### src/hw/supply_monitor_params.svh
`ifndef SUPPLY_MONITOR_PARAMS_SVH
`define SUPPLY_MONITOR_PARAMS_SVH

// register byte offsets
`define OFS_CONTROL 12'h000
`define OFS_CAUSE 12'h004
`define OFS_CAUSE_CLEAR 12'h008
`define OFS_LOCK 12'h00C
`define OFS_READY 12'h010

// control field layout
`define CTL_ENABLE_BIT 7
`define CTL_RSVD_ONE_BIT 6
`define CTL_LEVEL_HI 5
`define CTL_LEVEL_LO 2
`define CTL_ENABLE_RESET 1'b0
`define CTL_LEVEL_RESET 4'h0
`define CTL_LEVEL_MAX 4'h9
`define CTL_LEVEL_BAD0 4'h5
`define CTL_LEVEL_BAD1 4'h6

// flag bit positions
`define CAUSE_FLAG_BIT 7
`define CLEAR_BIT 7
`define READY_FLAG_BIT 7

// lock values
`define LOCK_KEY 32'h1ACC_E553
`define LOCK_READ_LOCKED 32'h0000_0001
`define LOCK_READ_OPEN 32'h0000_0000

// synchroniser depth, and that depth plus the settling-state update
`define SYNC_DEPTH 2
`define STAB_SEEN_DEPTH 3

// detector stabilization wait, in peripheral clock cycles
`define STAB_CYCLES_DEFAULT 16

`endif

### src/hw/supply_monitor_pkg.sv
package supply_monitor_pkg;
  typedef logic [31:0] word_t;
  typedef logic [11:0] addr_t;
  typedef enum logic [1:0] {
    mon_stopped,
    mon_settling,
    mon_active
  } mon_state_e;
endpackage

### src/hw/supply_monitor_irq_regs.sv
// Operation
// - after reset control is locked; writes ignored until key written
// - key to lock register unlocks; any other value relocks
// - unlocked control stays writable for any number of writes
// - lock register reads one when locked, zero when unlocked
// - control bit 7 is enable, reset 0; clear stops detector
// - with enable clear the cause flag is never set
// - level field bits 5:2, reset 0000; software avoids illegal codes
// - control bits 1:0 read zero, writes ignored
// - cause bit 7 shows detected event; other bits zero
// - writing 0 to clear bit 7 clears flag; 1 does nothing
// - clear register reads bit 7 one, others zero
// - ready bit 7 is 1 only while monitoring active
// - deep-standby reset does not reinitialize registers
// - after enable and level set, wait stabilization, then ready
// - supply below level while active sets flag and request
// - clear write drops flag and request even if still low
`timescale 1ns/1ps
`include "supply_monitor_params.svh"
module supply_monitor_irq_regs
#(
  parameter int unsigned STAB_CYCLES = `STAB_CYCLES_DEFAULT
)
(
  // apb slave
  input wire logic pclk,
  input wire logic presetn,
  input wire logic psel,
  input wire logic penable,
  input wire logic pwrite,
  input wire supply_monitor_pkg::addr_t paddr,
  input wire supply_monitor_pkg::word_t pwdata,
  output logic pready,
  output logic pslverr,
  output supply_monitor_pkg::word_t prdata,
  // analog detector side
  input wire logic below_level_async,
  input wire logic stab_done_async,
  output logic detector_run,
  output logic [3:0] detector_level,
  output logic detector_restart,
  // deep standby reset (no effect on registers)
  input wire logic deep_standby_rst,
  // interrupt request
  output logic supply_irq
);
  import supply_monitor_pkg::*;

  logic locked_reg;
  logic enable_reg;
  logic [3:0] level_reg;
  logic cause_reg;
  mon_state_e state_reg;
  logic [15:0] stab_cnt_reg;
  logic below_sync;
  logic stab_sync;
  logic wr_acc;
  logic rd_acc;
  logic ctl_wr;
  logic clr_wr;
  logic lock_wr;
  logic ctl_change;
  logic mapped;
  logic clear_req;
  logic set_req;
  logic deep_unused;

  function automatic logic hit(input addr_t a, input addr_t ofs);
    return a == ofs;
  endfunction

  // one-cycle access; writes take effect at the access edge, read data is captured at the setup edge
  assign pready = 1'b1;
  assign wr_acc = psel && penable && pwrite;
  assign rd_acc = psel && !pwrite;
  assign mapped = hit(paddr, `OFS_CONTROL) || hit(paddr, `OFS_CAUSE) ||
    hit(paddr, `OFS_CAUSE_CLEAR) || hit(paddr, `OFS_LOCK) ||
    hit(paddr, `OFS_READY);
  assign pslverr = psel && penable && !mapped;
  assign ctl_wr = wr_acc && hit(paddr, `OFS_CONTROL) && !locked_reg;
  assign lock_wr = wr_acc && hit(paddr, `OFS_LOCK);
  assign clr_wr = wr_acc && hit(paddr, `OFS_CAUSE_CLEAR);
  assign clear_req = clr_wr && !pwdata[`CLEAR_BIT];
  assign deep_unused = deep_standby_rst;
  assign ctl_change = ctl_wr &&
    (pwdata[`CTL_ENABLE_BIT] != enable_reg ||
     pwdata[`CTL_LEVEL_HI:`CTL_LEVEL_LO] != level_reg);

  level_sync u_below_sync
  (
    .pclk(pclk),
    .presetn(presetn),
    .async_in(below_level_async),
    .sync_out(below_sync)
  );

  level_sync u_stab_sync
  (
    .pclk(pclk),
    .presetn(presetn),
    .async_in(stab_done_async),
    .sync_out(stab_sync)
  );

  // lock state: only presetn resets it
  always_ff @(posedge pclk or negedge presetn)
  begin
    if (!presetn)
      locked_reg <= 1'b1;
    else if (lock_wr)
      locked_reg <= (pwdata != `LOCK_KEY);
  end

  // control fields
  always_ff @(posedge pclk or negedge presetn)
  begin
    if (!presetn)
    begin
      enable_reg <= `CTL_ENABLE_RESET;
      level_reg <= `CTL_LEVEL_RESET;
    end
    else if (ctl_wr)
    begin
      enable_reg <= pwdata[`CTL_ENABLE_BIT];
      level_reg <= pwdata[`CTL_LEVEL_HI:`CTL_LEVEL_LO];
    end
  end

  // monitor sequencing: stopped, settling, active
  always_ff @(posedge pclk or negedge presetn)
  begin
    if (!presetn)
    begin
      state_reg <= mon_stopped;
      stab_cnt_reg <= '0;
    end
    else if (!enable_reg)
    begin
      state_reg <= mon_stopped;
      stab_cnt_reg <= '0;
    end
    else if (ctl_change)
    begin
      // a disabling write stops at once so ready never outlives the enable
      if (pwdata[`CTL_ENABLE_BIT])
        state_reg <= mon_settling;
      else
        state_reg <= mon_stopped;
      stab_cnt_reg <= '0;
    end
    else
    begin
      unique case (state_reg)
        mon_stopped:
        begin
          state_reg <= mon_settling;
          stab_cnt_reg <= '0;
        end
        mon_settling:
        begin
          if (stab_sync && stab_cnt_reg >= 16'(STAB_CYCLES - 1))
            state_reg <= mon_active;
          else if (stab_cnt_reg < 16'(STAB_CYCLES - 1))
            stab_cnt_reg <= stab_cnt_reg + 16'd1;
        end
        mon_active:
          state_reg <= mon_active;
      endcase
    end
  end

  assign set_req = (state_reg == mon_active) && enable_reg && below_sync;

  // cause flag: clear write wins over a still-low supply
  always_ff @(posedge pclk or negedge presetn)
  begin
    if (!presetn)
      cause_reg <= 1'b0;
    else if (clear_req)
      cause_reg <= 1'b0;
    else if (set_req)
      cause_reg <= 1'b1;
  end

  // read data
  always_ff @(posedge pclk or negedge presetn)
  begin
    if (!presetn)
      prdata <= '0;
    else if (rd_acc && !penable)
    begin
      prdata <= '0;
      if (hit(paddr, `OFS_CONTROL))
      begin
        prdata[`CTL_ENABLE_BIT] <= enable_reg;
        prdata[`CTL_RSVD_ONE_BIT] <= 1'b1;
        prdata[`CTL_LEVEL_HI:`CTL_LEVEL_LO] <= level_reg;
      end
      else if (hit(paddr, `OFS_CAUSE))
        prdata[`CAUSE_FLAG_BIT] <= cause_reg;
      else if (hit(paddr, `OFS_CAUSE_CLEAR))
        prdata[`CLEAR_BIT] <= 1'b1;
      else if (hit(paddr, `OFS_LOCK))
        prdata <= locked_reg ? `LOCK_READ_LOCKED : `LOCK_READ_OPEN;
      else if (hit(paddr, `OFS_READY))
        prdata[`READY_FLAG_BIT] <= (state_reg == mon_active);
    end
  end

  // outputs to the detector and interrupt controller
  always_ff @(posedge pclk or negedge presetn)
  begin
    if (!presetn)
    begin
      detector_run <= 1'b0;
      detector_level <= `CTL_LEVEL_RESET;
      detector_restart <= 1'b0;
      supply_irq <= 1'b0;
    end
    else
    begin
      detector_run <= enable_reg;
      detector_level <= level_reg;
      detector_restart <= ctl_change;
      supply_irq <= clear_req ? 1'b0 : (cause_reg || set_req);
    end
  end

  a_locked_write: assert property (
    @(posedge pclk) disable iff (!presetn)
    wr_acc && hit(paddr, `OFS_CONTROL) && locked_reg
    |=> $stable(enable_reg) && $stable(level_reg))
    else $error("control changed while locked");
  a_stay_locked: assert property (
    @(posedge pclk) disable iff (!presetn)
    locked_reg && !lock_wr |=> locked_reg)
    else $error("control unlocked without lock write");
  a_key_unlock: assert property (
    @(posedge pclk) disable iff (!presetn)
    lock_wr |=> locked_reg == ($past(pwdata) != `LOCK_KEY))
    else $error("lock state wrong after lock write");
  a_stay_open: assert property (
    @(posedge pclk) disable iff (!presetn)
    !locked_reg && !lock_wr |=> !locked_reg)
    else $error("control relocked without lock write");
  a_ctl_write: assert property (
    @(posedge pclk) disable iff (!presetn)
    wr_acc && hit(paddr, `OFS_CONTROL) && !locked_reg
    |=> enable_reg == $past(pwdata[`CTL_ENABLE_BIT])
    && level_reg == $past(pwdata[`CTL_LEVEL_HI:`CTL_LEVEL_LO]))
    else $error("unlocked control write lost");
  a_lock_read: assert property (
    @(posedge pclk) disable iff (!presetn)
    rd_acc && !penable && hit(paddr, `OFS_LOCK)
    |=> prdata == word_t'(locked_reg))
    else $error("lock read value wrong");
  a_run_stops: assert property (
    @(posedge pclk) disable iff (!presetn)
    !enable_reg |=> !detector_run)
    else $error("detector running while disabled");
  a_stop_now: assert property (
    @(posedge pclk) disable iff (!presetn)
    !enable_reg |=> state_reg == mon_stopped)
    else $error("monitor not stopped while disabled");
  a_no_cause_off: assert property (
    @(posedge pclk) disable iff (!presetn)
    !enable_reg && !cause_reg |=> !cause_reg)
    else $error("cause set while disabled");
  a_ctl_read: assert property (
    @(posedge pclk) disable iff (!presetn)
    rd_acc && !penable && hit(paddr, `OFS_CONTROL)
    |=> prdata[`CTL_LEVEL_LO-1:0] == '0 && prdata[`CTL_RSVD_ONE_BIT]
    && prdata[`CTL_ENABLE_BIT] == $past(enable_reg))
    else $error("control read value wrong");
  a_cause_read: assert property (
    @(posedge pclk) disable iff (!presetn)
    rd_acc && !penable && hit(paddr, `OFS_CAUSE)
    |=> prdata == (word_t'($past(cause_reg)) << `CAUSE_FLAG_BIT))
    else $error("cause read value wrong");
  a_write_one_keeps: assert property (
    @(posedge pclk) disable iff (!presetn)
    clr_wr && pwdata[`CLEAR_BIT] && !set_req |=> $stable(cause_reg))
    else $error("writing one changed the cause flag");
  a_clear_read: assert property (
    @(posedge pclk) disable iff (!presetn)
    rd_acc && !penable && hit(paddr, `OFS_CAUSE_CLEAR)
    |=> prdata == (word_t'(1'b1) << `CLEAR_BIT))
    else $error("clear register read value wrong");
  a_ready_needs_en: assert property (
    @(posedge pclk) disable iff (!presetn)
    state_reg == mon_active |-> enable_reg)
    else $error("active while disabled");
  a_ready_read: assert property (
    @(posedge pclk) disable iff (!presetn)
    rd_acc && !penable && hit(paddr, `OFS_READY)
    |=> prdata == (word_t'($past(state_reg) == mon_active)
    << `READY_FLAG_BIT))
    else $error("ready read value wrong");
  a_deep_ignored: assert property (
    @(posedge pclk) disable iff (!presetn)
    deep_unused && !wr_acc
    |=> $stable(locked_reg) && $stable(enable_reg)
    && $stable(level_reg))
    else $error("registers changed by deep standby reset");
  a_settle_time: assert property (
    @(posedge pclk) disable iff (!presetn)
    $rose(state_reg == mon_settling) |-> ##1
    (state_reg != mon_active)[*2])
    else $error("ready raised before stabilization");
  a_settle_min: assert property (
    @(posedge pclk) disable iff (!presetn)
    $rose(state_reg == mon_active)
    |-> $past(stab_cnt_reg) >= 16'(STAB_CYCLES - 1))
    else $error("settling cut short");
  a_cause_sets: assert property (
    @(posedge pclk) disable iff (!presetn)
    set_req && !clear_req |=> cause_reg && supply_irq)
    else $error("cause not set on low supply");
  a_irq_matches: assert property (
    @(posedge pclk) disable iff (!presetn)
    1'b1 |-> supply_irq == cause_reg)
    else $error("interrupt request differs from cause flag");
  a_clear_wins: assert property (
    @(posedge pclk) disable iff (!presetn)
    clear_req |=> !cause_reg && !supply_irq)
    else $error("clear write did not drop flag");
  a_below_sync: assert property (
    @(posedge pclk) disable iff (!presetn)
    set_req |-> $past(below_level_async, `SYNC_DEPTH))
    else $error("low supply used before synchronisation");
  a_stab_sync: assert property (
    @(posedge pclk) disable iff (!presetn)
    $rose(state_reg == mon_active)
    |-> $past(stab_done_async, `STAB_SEEN_DEPTH))
    else $error("ready without synchronised stabilization");

  c_unlock: cover property (@(posedge pclk) disable iff (!presetn)
    lock_wr && pwdata == `LOCK_KEY);
  c_active: cover property (@(posedge pclk) disable iff (!presetn)
    $rose(state_reg == mon_active));
  c_cause: cover property (@(posedge pclk) disable iff (!presetn)
    $rose(cause_reg));
  c_clear_low: cover property (@(posedge pclk) disable iff (!presetn)
    clear_req && below_sync && cause_reg);
  c_stop: cover property (@(posedge pclk) disable iff (!presetn)
    $fell(state_reg == mon_active));
endmodule

### src/hw/level_sync.sv
`timescale 1ns/1ps
module level_sync
(
  // clock and reset
  input wire logic pclk,
  input wire logic presetn,
  // level in and out
  input wire logic async_in,
  output logic sync_out
);
  logic meta_reg;

  always_ff @(posedge pclk or negedge presetn)
  begin
    if (!presetn)
    begin
      meta_reg <= 1'b0;
      sync_out <= 1'b0;
    end
    else
    begin
      meta_reg <= async_in;
      sync_out <= meta_reg;
    end
  end
endmodule

### config.mk
export PLATFORM = sky130hd
export DESIGN_NAME = supply_monitor_irq_regs
export DESIGN_NICKNAME = d
export VERILOG_FILES = /design/src/hw/supply_monitor_pkg.sv /design/src/hw/supply_monitor_irq_regs.sv /design/src/hw/level_sync.sv
export VERILOG_INCLUDE_DIRS = /design/src /design/src/hw
export SDC_FILE = /design/constraint.sdc
export NUM_CORES = 1
export LEC_CHECK = 0
export BUFFER_PORTS_ARGS = -buffer_cell sky130_fd_sc_hd__buf_4
export CAP_MARGIN = 20
export CORE_ASPECT_RATIO = 2
export CORE_MARGIN = 2
export CORE_UTILIZATION = 51
export CTS_BUF_LIST = sky130_fd_sc_hd__clkbuf_8 sky130_fd_sc_hd__clkbuf_16
export CTS_CLUSTER_SIZE = 25
export DETAILED_ROUTE_END_ITERATION = 6
export PLACE_DENSITY_LB_ADDON = 0.3
export REMOVE_ABC_BUFFERS = 1
export SYNTH_ARGS = -nofsm -noshare
export SYNTH_HDL_FRONTEND = slang
export SYNTH_SLANG_ARGS = --single-unit
### constraint.sdc
create_clock -name pclk -period 4.94 [get_ports pclk]
set_input_delay 1.482 -clock pclk [delete_from_list [all_inputs] [get_ports pclk]]
set_output_delay 1.482 -clock pclk [all_outputs]
set_load 0.005 [all_outputs]
; After elaboration in Yosys (flattened, before gate mapping)
; Index checks and enable logic that the tools add are counted.
[op_classes]
add_sub_neg = 1
order_cmp = 2
eq_ne = 13
n_mux = 24
reduce_logical = 29
[op_table]
columns = cell, count
row1 = 2-to-1 mux 16 bit, 4
row2 = "!= test 32 x 29 -> 1 bit, second input constant", 1
row3 = case mux 16 bit (2 select lines), 1
row4 = "equality test 12 x 4 -> 1 bit, second input constant", 2
row5 = 2-to-1 mux 24 bit, 1
row6 = "adder 16 x 1 -> 16 bit, second input constant", 1
row7 = "greater-or-equal comparator 16 x 4 -> 1 bit, second input constant", 1
row8 = "< comparator 16 x 4 -> 1 bit, second input constant", 1
row9 = logical AND 1 bit, 14
row10 = 2-to-1 mux 7 bit, 2
row11 = "equality test 12 x 3 -> 1 bit, second input constant", 1
row12 = "equality test 12 x 5 -> 1 bit, second input constant", 1
row13 = logical NOT 12 bit, 1
row14 = "!= test 4 bit, second input constant", 3
row15 = 2-to-1 mux 1 bit, 10
row16 = 2-to-1 mux 2 bit, 4
row17 = logical OR 1 bit, 6
row18 = 2-to-1 mux 6 bit, 1
row19 = case mux 2 bit (3 select lines), 1
row20 = logical NOT 1 bit, 5
row21 = "!= test 4 x 1 -> 1 bit, second input constant", 1
row22 = != test 4 bit, 1
row23 = AND reduction 3 bit, 1
row24 = "equality test 2 x 1 -> 1 bit, second input constant", 1
row25 = other kinds (4), 4
[totals]
reg_bits = 68
in_bits = 52
output_inout_bits = 41
word_cells = 84

; Depth between registers and ports, before layout
; Gate-level depths: netlist of run 1.
[logic_depth]
word_depth = 7
ltp_mapped = 8
mapped_depth_nobuf = 7

; Modules after synthesis
; Synthesis of run 1 repeated with hierarchy kept, for this count alone.
[unflattened]
cells_unflattened = 190
area_unflattened_um2 = 2119.5
[by_module_without_submodules]
columns = mod, instances, cells_each, area_each_um2, seq_area_each_um2
row1 = supply_monitor_irq_regs, 1, 186, 2019.4, 977.2
row2 = level_sync, 2, 2, 50.0, 50.0

; Worst setup path after synthesis of run 1
; No wires, ideal clock.
[synth_path]
kind = input to output
from = input port paddr[10]
to = output port pslverr
t_arrival_ns = 2.174
t_required_ns = 3.458
slack_ns = 1.284
stages = 4
path_buffers = 0
cell_sequence = nor4_4 -> nand2_1 -> nor4_1 -> a21oi_1
[synth_between]
elab_chain_cells = 7
word_cells_on_any_way = 11
classes_between = 4 x eq/ne / 7 x reduce/logical
[synth_lines]
columns = item, line
row1 = "start, declared", supply_monitor_irq_regs.sv:31  ; input wire supply_monitor_pkg::addr_t paddr,
row2 = equality test 12 x 3 -> 1 bit / logical NOT 12 bit (equally long branches), supply_monitor_irq_regs.sv:69  ; return a == ofs;
row3 = logical OR 1 bit (3 in series), supply_monitor_irq_regs.sv:76  ; assign mapped = hit(paddr, `OFS_CONTROL) || hit(paddr, `OFS_CAUSE) ||
row4 = logical OR 1 bit *, supply_monitor_irq_regs.sv:76
row5 = logical NOT 1 bit *, supply_monitor_irq_regs.sv:79  ; assign pslverr = psel && penable && !mapped;
row6 = logical AND 1 bit *, supply_monitor_irq_regs.sv:79
row7 = "end, declared", supply_monitor_irq_regs.sv:34  ; output logic pslverr,
; Mark *: on every way between the ends. The rest lies on a longest branch, timed or not.

; Worst setup path after layout of run 1
; Ends and elaborated chain as after synthesis.

==> metrics.md, run 1 <==
| Metric | Value |
|---|---|
| Post-CTS Setup Repair Bufs | `0` |
| Combinational share of power | `slightly below 9%` |
| Later-pin clock latency in the skew report | `slightly below 0.3 ns` |
| Antenna violations before repair | `0` |
| Ratio of cells with drive above 1 in the final layout | `about a third` |
| Clock share of power | `between 30% and 40%` |
| Clock slew at reported path FFs | `about 0.080 ns` |
| CP required | `3.46 ns` |
| Max-Cap Viols | `0` |
| Hold path endpoint | `u_stab_sync.sync_out$_DFF_PN0_` |
| Vias per inst | `approximately 5` |
| Synthesized area per cell | `11.04 um2` |
| Synth area leader | `dfrtp_1` |
| #FFs+latches synth | `43` |
| Synth top area share | `approximately half` |
| Buffer and inverter count on the worst path | `2` |
| CP endpoint kind | `output pin` |
| Fin crit share | `81.09%` |
| Max transition margin | `just under 60%` |
| RSZ-0062 raised after global routing | `no` |
| Largest fanout on the critical path | `3` |
| Die X | `between 50 and 60 um` |
| Gates resized, CTS repair | `0` |
| # setup viols final | `0` |
| Netlist cell types | `47` |
| CTS tree | `done` |
| FP Rows | `33` |
| Die footprint | `~4800 um2` |
| Min cycle time layout | `about 4 ns` |
| Final Hold Viols | `0` |
| GP Congestion | `0.7809` |
| Fraction of registers with async set/reset | `100.0%` |
| Cell Chain, Critical Path | `buf_4 -> nor4_4 -> nand2_1 -> nor4_1 -> a21oi_1 -> buf_4` |
| Crit-path slowest cell | `nor4_4` |
| Setup TNS | `0 ns` |
| Final Max Slew Viols | `0` |
| Cell Pwr Density | `249.2 nW/um2` |
| Port buffer count | `65` |
| 1st-pass router iterations | `4` |
| Sequential share of power | `52.8%` |
| Vias post-DR | `between 1500 and 2000` |
| Hold Path Class | `flip-flop to flip-flop` |
| Largest net degree at the start of global routing | `44` |
| H-tree depth | `2` |
| Root buffer cell | `clkbuf_8` |
| Fin cells | `314` |
| DPL Wire Length | `about 3.5 mm` |
| Cell mode on critical path | `buf_4` |
| Switching power | `about 0.00014 W` |
| Initial core utilization | `between 50% and 60%` |
| DR WL/cell | `approximately 14 um` |
| Filler Cell Count | `roughly 340` |
| Worst Hold Depth | `0` |
| Fmax | `approximately 0.25 GHz` |
| Area delta synth->final | `24.46%` |
| DRT Wirelength | `~4.4 mm` |
| Delay-heaviest family, CP | `simple AND/OR/NAND/NOR gates` |
| Synth top area cells | `dfrtp_1 49%, buf_4 9.4%, mux2_2 4.2%` |
| Mapped Area | `2163 um2` |
| Placed cells | `just over 300` |
| Nets | `roughly 320` |
| Remaining global-route overflow | `0` |
| Inserted Diodes | `0` |
| Post-synth EDFFs | `0` |
| Final core occ | `between 60% and 70%` |
| Hold_buf cts | `0` |
| Worst-Margin Slew | `a little over 0.6 ns` |
| R2R Path End | `stab_cnt_reg[15]$_DFFE_PN0P_` |
| Critical path data arrival time | `2.52 ns` |
| Clk buf depth | `2` |
| Residual DRC count | `0` |
| Die H | `~96 um` |
| R2R depth | `6` |
| Total track usage | `approximately a fifth` |
| Main flop type after synthesis | `dfrtp_1` |
| TritonCTS Buffers | `5` |
| Class of the most critical setup path | `input pin to output pin` |
| Max FFs per register | `16` |
| I/O pin count | `93` |
| Status | `finished, final reports clean` |
| Total stage count of the critical path | `6` |
| Synth Warn # | `0` |
| Reg-to-reg setup timing slack | `about 3 ns` |
| Reg-to-reg startpoint | `enable_reg$_DFFE_PN0P_` |
| CP Launch Type | `input pin` |
| Clk_skew | `0.006981 ns` |
| Vias in the first global route | `roughly 1500` |
| Hold Path Origin | `u_stab_sync.meta_reg$_DFF_PN0_` |
| First-pass GRT wire length | `7.100 mm` |
| Leakage power | `approximately 1.3 nW` |
| P_int | `0.0005319 W` |
| Core footprint | `roughly 4100 um2` |
| Synth Instances | `around 200` |
| CP max stage delay | `roughly 0.29 ns` |
| Sw Share | `between 20 and 25%` |
| Post-synthesis sequential area ratio | `49.80%` |
| Initial DRC count | `18` |
| Routed Antenna Nets | `0` |
| Peak supply drop | `roughly 320 uV` |
| Sink Count | `43` |
how the worst max path moves through the flow:
| stage | from | to | slack [ns] |
|---|---|---|---|
| after floorplan | paddr[10] | pslverr | 1.28 |
| after global placement | paddr[10] | pslverr | 0.95 |
| after detailed placement | paddr[10] | pslverr | 0.95 |
| after CTS | paddr[10] | pslverr | 0.93 |
| after global routing | paddr[10] | pslverr | 0.79 |
| final | paddr[10] | pslverr | 0.93 |
metrics by stage:
step / hold slack, ns / power (W) / instance area [um2] / setup WS, ns
after global placement: 0.3354 / 0.0004185 / 2586 / 0.9532
after CTS: 0.3534 / 0.0006818 / 2693 / 0.9324
after detailed placement: 0.3347 / 0.0004195 / 2586 / 0.9458
after global routing: 0.3763 / 0.0007028 / 2693 / 0.7889
after floorplan: 0.3312 / 0.0003746 / 2033 / 1.284
final: 0.3515 / 0.0006709 / 2693 / 0.9343
cell families after synthesis:
family / synth area share (%)
AND/OR/NAND/NOR: 20.59
flip-flops: 49.80
buffers and inverters: 10.87
AO/OA/AOI/OAI: 8.097
multiplexers: 5.148
XOR/XNOR: 2.834
adder cells (fa/ha/maj): 2.314
other: 0.3472
Yosys cell counts (all sizes together) (2+ instances only):
library cell	count
o21ai	5
nand4b	2
and2	11
nand3	5
nand2	13
mux2	9
nand4	4
conb	2
buf	29
nor3	2
nor3b	3
a21oi	6
nand4bb	2
clkbuf	2
a211oi	2
dfrtp	42
a22o	4
ha	4
and4	2
nor4	10
xnor2	5
nor2	7
xor2	2
o21a	2
inv	4
nand3b	2
worst register-to-register path, cell delays in order, from the launching register on:
cell	delay [ns]
dfrtp_1	0.50
xnor2_1	0.15
nand3_1	0.11
o211ai_2	0.30
inv_2	0.08
nor2_1	0.47
and2_1	0.21
per-layer routing:
metal,up-vias,share of wire (%),track usage (%)
met1,744,35,20.39
met5,-,0,0
met2,55,55,36.62
met4,0,2.3,10.42
li1,769,-,-
met3,5,7.0,5.280
placed cells by master, fill, tap and decap left out, types with 2 or more instances in the layout:
master,Yosys,layout
buf_4,27,65
dfrtp_1,42,42
conb_1,2,26
nand2_1,13,13
and2_1,11,11
mux2_2,8,8
nor2_1,7,7
nor4_1,7,7
a21oi_1,6,6
xnor2_1,5,5
nand3_1,5,5
inv_1,3,5
clkbuf_8,0,5
o21ai_0,4,4
a22o_1,4,4
nand4_1,4,4
ha_1,4,4
nor3b_1,3,3
and4_1,2,2
a211oi_1,2,2
o21a_1,2,2
xor2_1,2,2
nor3_1,2,2
nor4_2,2,2
nand3b_1,2,2
nand4bb_1,2,2
nand4b_1,2,2
power groups by stage:
stage               combinational, W  sequential, W  clock [W]
floorplan                  0.0000136       0.000361          0
global placement           0.0000575       0.000361          0
detailed placement         0.0000584       0.000361          0
CTS                        0.0000585       0.000354   0.000269
global route               0.0000646       0.000354   0.000284
finish                     0.0000582       0.000354   0.000259
area by class of cell:
type / instances / area (um2) / area share [%]
clock buffers: 5 / 68.82 / 2.556
well taps: 52 / 65.06 / 2.416
clock inverters: 3 / 37.54 / 1.394
flip-flops and latches: 43 / 1077 / 40.01
repair buffers: 65 / 488.0 / 18.12
multi-input cells: 142 / 940.9 / 34.94
inverters: 4 / 15.01 / 0.5576
(Power assumes the default switching activity.)
==> run 2, diff against run 1 <==
--- a/config.mk
+++ b/config.mk
@@ -6,11 +6,12 @@
 export SDC_FILE = /design/constraint.sdc
 export NUM_CORES = 1
 export LEC_CHECK = 0
+export ABC_AREA = 1
 export BUFFER_PORTS_ARGS = -buffer_cell sky130_fd_sc_hd__buf_4
 export CAP_MARGIN = 20
 export CORE_ASPECT_RATIO = 2
 export CORE_MARGIN = 2
-export CORE_UTILIZATION = 51
+export CORE_UTILIZATION = 48
 export CTS_BUF_LIST = sky130_fd_sc_hd__clkbuf_8 sky130_fd_sc_hd__clkbuf_16
 export CTS_CLUSTER_SIZE = 25
 export DETAILED_ROUTE_END_ITERATION = 6
==> constraint.sdc (replaced) <==
create_clock -name pclk -period 4 [get_ports pclk]
set_input_delay 1.2 -clock pclk [delete_from_list [all_inputs] [get_ports pclk]]
set_output_delay 1.2 -clock pclk [all_outputs]
set_load 0.005 [all_outputs]
==> run 2 against run 1 <==
  * Non-clock buffer count is the same
  * Wire length grew 0.43%
  * Sequential power grew 36%
  * Hold slack gained 0.0041 ns
  * Power grew 53%
  * Cell count grew 27%
  * Synthesized area grew 5.3%
==> metrics.md, run 2 <==
| Metric | Value |
|---|---|
| Status | `finished, final reports clean` |
| Total track usage | `18.96% (-1.1 points)` |
| CP endpoint kind | `output pin` |
| Min cycle time layout | `about 3.5 ns` |
| Simple-gate share of the synthesized area | `26.91% (+6.3 points)` |
| Leakage power | `1.471 nW (+12%)` |
| Max transition margin | `64.42% (+5.6 points)` |
| Post-CTS Setup Repair Bufs | `0 (unchanged)` |
| 1st-pass router iterations | `4 (unchanged)` |
| Clk_skew | `0.008330 ns (+0.001349 ns)` |
| Fin crit share | `around 87%` |
| Fraction of registers with async set/reset | `100.0% (unchanged)` |
| Multiplexer share of the synthesized area | `0% (-5.1 points)` |
| Vias per inst | `4.733 (-5.5%)` |
| Die H | `101.4 um (+5.5%)` |
| FP Rows | `35 (+6.1%)` |
| Largest net degree at the start of global routing | `44 (unchanged)` |
| RSZ-0062 raised after global routing | `no` |
| Synth Instances | `278 (+42%)` |
| Largest family of logic cells by synthesized area | `simple AND/OR/NAND/NOR gates` |
| Cell Pwr Density | `367.6 nW/um2 (+48%)` |
| Die X | `52.72 um (+5.3%)` |
| Synth top area cells | `dfrtp_1 46%, nand2_1 8.7%, buf_4 8.6%` |
| Die footprint | `5347 um2 (+11%)` |
| GP Congestion | `0.8307 (+6.4%)` |
| Ratio of cells with drive above 1 in the final layout | `24.93% (-8.7 points)` |
| Max-Cap Viols | `0 (unchanged)` |
| Critical path data arrival time | `2.27 ns (-0.25 ns)` |
| Synth Area in Adders | `2.197% (-0.12 points)` |
| Synth area leader | `dfrtp_1` |
| Fin cells | `400 (+27%)` |
| Root buffer cell | `clkbuf_8` |
| Filler Cell Count | `428 (+27%)` |
| Vias in the first global route | `1798 (+17%)` |
| Cell with the most instances after synthesis | `nand2_1` |
| Largest fanout on the critical path | `3 (unchanged)` |
| Nets | `401 (+26%)` |
| TritonCTS Buffers | `5 (unchanged)` |
| Initial core utilization | `49.55% (-3.4 points)` |
| #FFs+latches synth | `43 (unchanged)` |
| Remaining global-route overflow | `0 (unchanged)` |
| Mapped Area | `2278 um2 (+5.3%)` |
| Sink Count | `43 (unchanged)` |
| Most frequent cells in the layout | `65 x buf_4, 53 x nand2_1, 44 x inv_1` |
| Port buffer count | `65 (unchanged)` |
| First-pass GRT wire length | `7.534 mm (+6.1%)` |
| H-tree depth | `2 (unchanged)` |
| Later-pin clock latency in the skew report | `0.29 ns (about the same)` |
| Hold_buf cts | `0 (unchanged)` |
| Most common cell after layout, fill and taps aside | `buf_4` |
| Hold Path Class | `flip-flop to flip-flop` |
| Worst-Margin Slew | `0.5337 ns (-0.07839 ns)` |
| Post-synthesis compound-gate area fraction | `5.491% (-2.6 points)` |
| CP required | `2.80 ns (-0.66 ns)` |
| Post-synthesis xor/xnor area fraction | `0.7688% (-2.1 points)` |
| Post-synthesis sequential area ratio | `47.28% (-2.5 points)` |
| # setup viols final | `0 (unchanged)` |
| Final Max Slew Viols | `0 (unchanged)` |
| Peak supply drop | `252.9 uV (-21%)` |
| Footprint of the multi-input gates | `903.4 um2 (-4.0%)` |
| CTS tree | `done` |
| Inserted Diodes | `0 (unchanged)` |
| Final Hold Viols | `0 (unchanged)` |
| Max FFs per register | `16 (unchanged)` |
| Initial DRC count | `20 (+2)` |
| Main flop type after synthesis | `dfrtp_1` |
| Core footprint | `4598 um2 (+12%)` |
| Gates resized, CTS repair | `0 (unchanged)` |
| Fmax | `approximately 0.29 GHz` |
| Residual DRC count | `0 (unchanged)` |
| DPL Wire Length | `3.599 mm (+4.3%)` |
| Post-synth EDFFs | `0 (unchanged)` |
| Reg area | `1077 um2 (unchanged)` |
| DR WL/cell | `11.16 um (-21%)` |
| Synthesized area per cell | `8.196 um2 (-26%)` |
| DRT Wirelength | `4.465 mm (+0.43%)` |
| Clk buf depth | `2 (unchanged)` |
| Class of the most critical setup path | `input pin to output pin` |
| Synth Warn # | `0 (unchanged)` |
| Placed cells | `393 (+28%)` |
| Synth top area share | `46.13% (-2.5 points)` |
| Vias post-DR | `1893 (+20%)` |
| Commonest cells post-synth | `53 x nand2_1, 44 x inv_1, 42 x dfrtp_1` |
| Setup TNS | `0 ns (unchanged)` |
| Netlist cell types | `34 (-28%)` |
| I/O pin count | `93 (unchanged)` |
| Area delta synth->final | `22.79%` |
| Clock slew at reported path FFs | `0.08 ns (about the same)` |
| Routed Antenna Nets | `0 (unchanged)` |
| Antenna violations before repair | `0 (unchanged)` |
| CP Launch Type | `input pin` |
==> run 2: cell count changes in the layout (fill, tap and decap cells not counted), moves of 9 or more <==
cell	before	now
nand2_1	13	53
nand4_1	4	16
nor2_1	7	39
and2_1	11	0
o21ai_0	4	13
inv_1	5	44
==> run 2: critical path: stages <==
cell,delay (ns)
buf_4,0.11
nor2_2,0.14
inv_1,0.07
nor2_1,0.15
nor3b_1,0.29
nor2_1,0.07
nand2_1,0.06
nor3_1,0.04
buf_4,0.14
==> run 2: metal layers <==
metal	GRT usage, %	vias to the layer above	routed length [um]
met5	0	-	0
met2	36.06	72	2592
li1	-	944	-
met1	19.27	871	1536
met4	8.284	0	97
met3	2.950	6	237
==> run 2: path summary, 6_finish.rpt <==
check / slack, ns / startpoint / end / depth (start not counted)
max reg2reg: 2.40 / stab_cnt_reg[0]$_DFFE_PN0P_ / stab_cnt_reg[8]$_DFFE_PN0P_ / 9
min reg2reg: 0.36 / u_stab_sync.meta_reg$_DFF_PN0_ / u_stab_sync.sync_out$_DFF_PN0_ / 0
min: 0.36 / u_stab_sync.meta_reg$_DFF_PN0_ / u_stab_sync.sync_out$_DFF_PN0_ / 0
max: 0.53 / paddr[1] / pslverr / 9
min in group asynchronous: 0.88 / presetn / prdata[6]$_DFFE_PN0P_ / 1
max in group asynchronous: 2.75 / presetn / stab_cnt_reg[4]$_DFFE_PN0P_ / 1
==> run 2: area by class of cell <==
| cell class | instances | area share (%) |
|---|---|---|
| clock inverters | 1 | 0.1789 |
| clock buffers | 6 | 2.952 |
| inverters | 46 | 6.172 |
| well taps | 55 | 2.460 |
| repair buffers | 65 | 17.44 |
| flip-flops and latches | 43 | 38.51 |
| multi-input cells | 184 | 32.29 |
==> run 2: power breakdown <==
part | internal (W) | switching (W)
sequential | 0.000460 | 0.0000202
clock | 0.000135 | 0.000140
combinational | 0.000106 | 0.000167
==> run 2: cell families after synthesis <==
family                   Yosys count
XOR/XNOR                           2
flip-flops                        43
AND/OR/NAND/NOR                  131
buffers and inverters             75
other                              2
adder cells (fa/ha/maj)            4
AO/OA/AOI/OAI                     21
==> run 2: per-stage QoR <==
step	cell area (um2)	utilization (%)	setup WS, ns	hold slack, ns	power (W)
6_report	2798	60.84	0.5252	0.3556	0.001028
4_1_cts	2798	60.84	0.5230	0.3555	0.001040
5_1_grt	2798	60.84	0.3793	0.3668	0.001102
3_5_place_dp	2710	58.94	0.5310	0.3373	0.0007617
2_1_floorplan	2153	-	0.9125	0.3312	0.0006657
3_3_place_gp	2710	58.94	0.5494	0.3348	0.0007554
==> run 3, diff against run 2 <==
--- a/config.mk
+++ b/config.mk
@@ -9,7 +9,7 @@
 export ABC_AREA = 1
 export BUFFER_PORTS_ARGS = -buffer_cell sky130_fd_sc_hd__buf_4
 export CAP_MARGIN = 20
-export CORE_ASPECT_RATIO = 2
+export CORE_ASPECT_RATIO = 0.7
 export CORE_MARGIN = 2
 export CORE_UTILIZATION = 48
 export CTS_BUF_LIST = sky130_fd_sc_hd__clkbuf_8 sky130_fd_sc_hd__clkbuf_16
==> run 3 against run 2 <==
  * Cell count grew 0.25%
  * Non-clock buffer count stayed put
  * Wire length decreased by 0.54%
  * Power up 12%
  * Critical path type unchanged
  * Largest cell class unchanged
==> metrics.md, run 3 (synthesized netlist as in run 2, its figures left out) <==
| Metric | Value |
|---|---|
| Status | `finished, final reports clean` |
| DRT Wirelength | `4.441 mm (-0.54%)` |
| Area delta synth->final | `24.77%` |
| 1st-pass router iterations | `4 (unchanged)` |
| Critical path data arrival time | `2.35 ns (+0.08 ns)` |
| Remaining global-route overflow | `0 (unchanged)` |
| CP Launch Type | `input pin` |
| Power Total | `0.001149 W (+12%)` |
| Worst-Margin Slew | `0.5733 ns (+0.03955 ns)` |
| Die X | `86.35 um (+64%)` |
| R2R Path End | `stab_cnt_reg[8]$_DFFE_PN0P_` |
| GP Congestion | `0.8537 (+2.8%)` |
| Fin crit share | `88.68% (+1.8 points)` |
| GR peak layer | `met2` |
| CP Capture Point | `pslverr` |
| Vias per inst | `4.703 (-0.62%)` |
| Clk_skew | `0.006941 ns (-0.001390 ns)` |
| Residual DRC count | `0 (unchanged)` |
| Worst Setup SP | `paddr[1]` |
| Reg-to-reg setup timing slack | `2.34 ns (-0.06 ns)` |
| Initial core utilization | `51.15% (+1.6 points)` |
| Gates resized, CTS repair | `0 (unchanged)` |
| Max FFs per register | `16 (unchanged)` |
| RSZ-0062 raised after global routing | `no` |
| H-tree depth | `2 (unchanged)` |
| CP endpoint kind | `output pin` |
| Hold_buf cts | `0 (unchanged)` |
| Min cycle time layout | `3.547 ns (+0.07223 ns)` |
| Final Hold Viols | `0 (unchanged)` |
| Later-pin clock latency in the skew report | `0.30 ns (about the same)` |
| Sink Count | `43 (unchanged)` |
| Nets | `401 (unchanged)` |
| Cell Pwr Density | `404.3 nW/um2 (+10%)` |
| Largest net degree at the start of global routing | `44 (unchanged)` |
| Ratio of cells with drive above 1 in the final layout | `24.86% (-0.072 points)` |
| Vias post-DR | `1886 (-0.37%)` |
| DR WL/cell | `11.07 um (-0.79%)` |
| Fmax | `0.2819 GHz (-2.0%)` |
| FP Rows | `20 (-43%)` |
| Post-CTS Setup Repair Bufs | `0 (unchanged)` |
| Max-Cap Viols | `0 (unchanged)` |
| Leakage power | `1.494 nW (+1.5%)` |
| Port buffer count | `65 (unchanged)` |
| CP required | `2.80 ns (about the same)` |
| Clock slew at reported path FFs | `0.08 ns (about the same)` |
| Largest fanout on the critical path | `3 (unchanged)` |
| Routed Antenna Nets | `0 (unchanged)` |
| Class of the most critical setup path | `input pin to output pin` |
| Vias in the first global route | `1776 (-1.2%)` |
| CTS tree | `done` |
| Reg-to-reg startpoint | `stab_cnt_reg[0]$_DFFE_PN0P_` |
| # setup viols final | `0 (unchanged)` |
| Final Max Slew Viols | `0 (unchanged)` |
| Max transition margin | `61.78% (-2.6 points)` |
| Initial DRC count | `75 (+280%)` |
| Met1 Use GR | `22.42% (+3.2 points)` |
| Filler Cell Count | `390 (-8.9%)` |
| Most frequent cells in the layout | `65 x buf_4, 53 x nand2_1, 45 x inv_1` |
| Die H | `61.65 um (-39%)` |
| Antenna violations before repair | `0 (unchanged)` |
| Root buffer cell | `clkbuf_8` |
| Met2 usage | `29.78% (-6.3 points)` |
| Die footprint | `5323 um2 (-0.46%)` |
| Total track usage | `18.51% (-0.45 points)` |
| Hold Path Class | `flip-flop to flip-flop` |
| Most common cell after layout, fill and taps aside | `buf_4` |
| DPL Wire Length | `3.345 mm (-7.0%)` |
| Global Route met3 Usage | `7.641% (+4.7 points)` |
| First-pass GRT wire length | `7.424 mm (-1.5%)` |
| Core footprint | `4454 um2 (-3.1%)` |
| Inserted Diodes | `0 (unchanged)` |
| I/O pin count | `93 (unchanged)` |
| Setup TNS | `0 ns (unchanged)` |
| Clk buf depth | `2 (unchanged)` |
| TritonCTS Buffers | `5 (unchanged)` |
| R2R depth | `9 (unchanged)` |
| Peak supply drop | `184.8 uV (-27%)` |
[run 3: changes by cell type in the layout (fill, tap and decap cells not counted)]
cell,before,now
inv_1,44,45
bufinv_16,0,2
clkinv_2,1,0
clkbuf_8,6,5
[run 3: worst min-delay path by stage]
stage,from,to,slack (ns),depth (start not counted)
6_report,u_stab_sync.meta_reg$_DFF_PN0_,u_stab_sync.sync_out$_DFF_PN0_,0.35,0
4_1_cts,u_stab_sync.meta_reg$_DFF_PN0_,u_stab_sync.sync_out$_DFF_PN0_,0.35,0
3_5_place_dp,u_below_sync.meta_reg$_DFF_PN0_,u_below_sync.sync_out$_DFF_PN0_,0.34,0
2_1_floorplan,u_below_sync.meta_reg$_DFF_PN0_,u_below_sync.sync_out$_DFF_PN0_,0.33,0
5_1_grt,u_stab_sync.meta_reg$_DFF_PN0_,u_stab_sync.sync_out$_DFF_PN0_,0.35,0
3_3_place_gp,u_below_sync.meta_reg$_DFF_PN0_,u_below_sync.sync_out$_DFF_PN0_,0.33,0
[run 3: layout make-up]
type | count | area, um2 | share of cell area, %
Clock inverter | 3 | 63.81 | 2.245
Sequential cell | 43 | 1077 | 37.90
Inverter | 46 | 172.7 | 6.074
Clock buffer | 5 | 68.82 | 2.421
Timing Repair Buffer | 65 | 488.0 | 17.17
Tap cell | 55 | 68.82 | 2.421
Multi-Input combinational cell | 184 | 903.4 | 31.78
[run 3: per-layer routing]
| layer | vias up | part of all wire (%) |
|---|---|---|
| li1 | 953 | - |
| met2 | 72 | 44 |
| met5 | - | 0 |
| met3 | 8 | 8.0 |
| met4 | 0 | 1.6 |
| met1 | 853 | 46 |
[run 3: power breakdown]
part,internal [W],switching [W],total (W),leakage [nW]
logic,0.000106,0.000170,0.000276,0.903
clock network,0.000247,0.000148,0.000395,0.0695
registers,0.000460,0.0000193,0.000479,0.521
[run 3: worst max-delay path, cell delays in order]
cell	delay [ns]
buf_4	0.11
nor2_2	0.13
inv_1	0.07
nor2_1	0.15
nor3b_1	0.33
nor2_1	0.08
nand2_1	0.06
nor3_1	0.06
buf_4	0.14
[run 3: per-stage QoR]
step	utilization, %	hold WS, ns	setup slack, ns	cell area, um2	cells
after floorplan	-	0.3312	0.9125	2153	273
after global placement	60.84	0.3330	0.5032	2710	393
after detailed placement	60.84	0.3356	0.5035	2710	393
after CTS	63.82	0.3499	0.4934	2843	401
after global routing	63.82	0.3469	0.2499	2843	401
final	63.82	0.3475	0.4530	2843	401
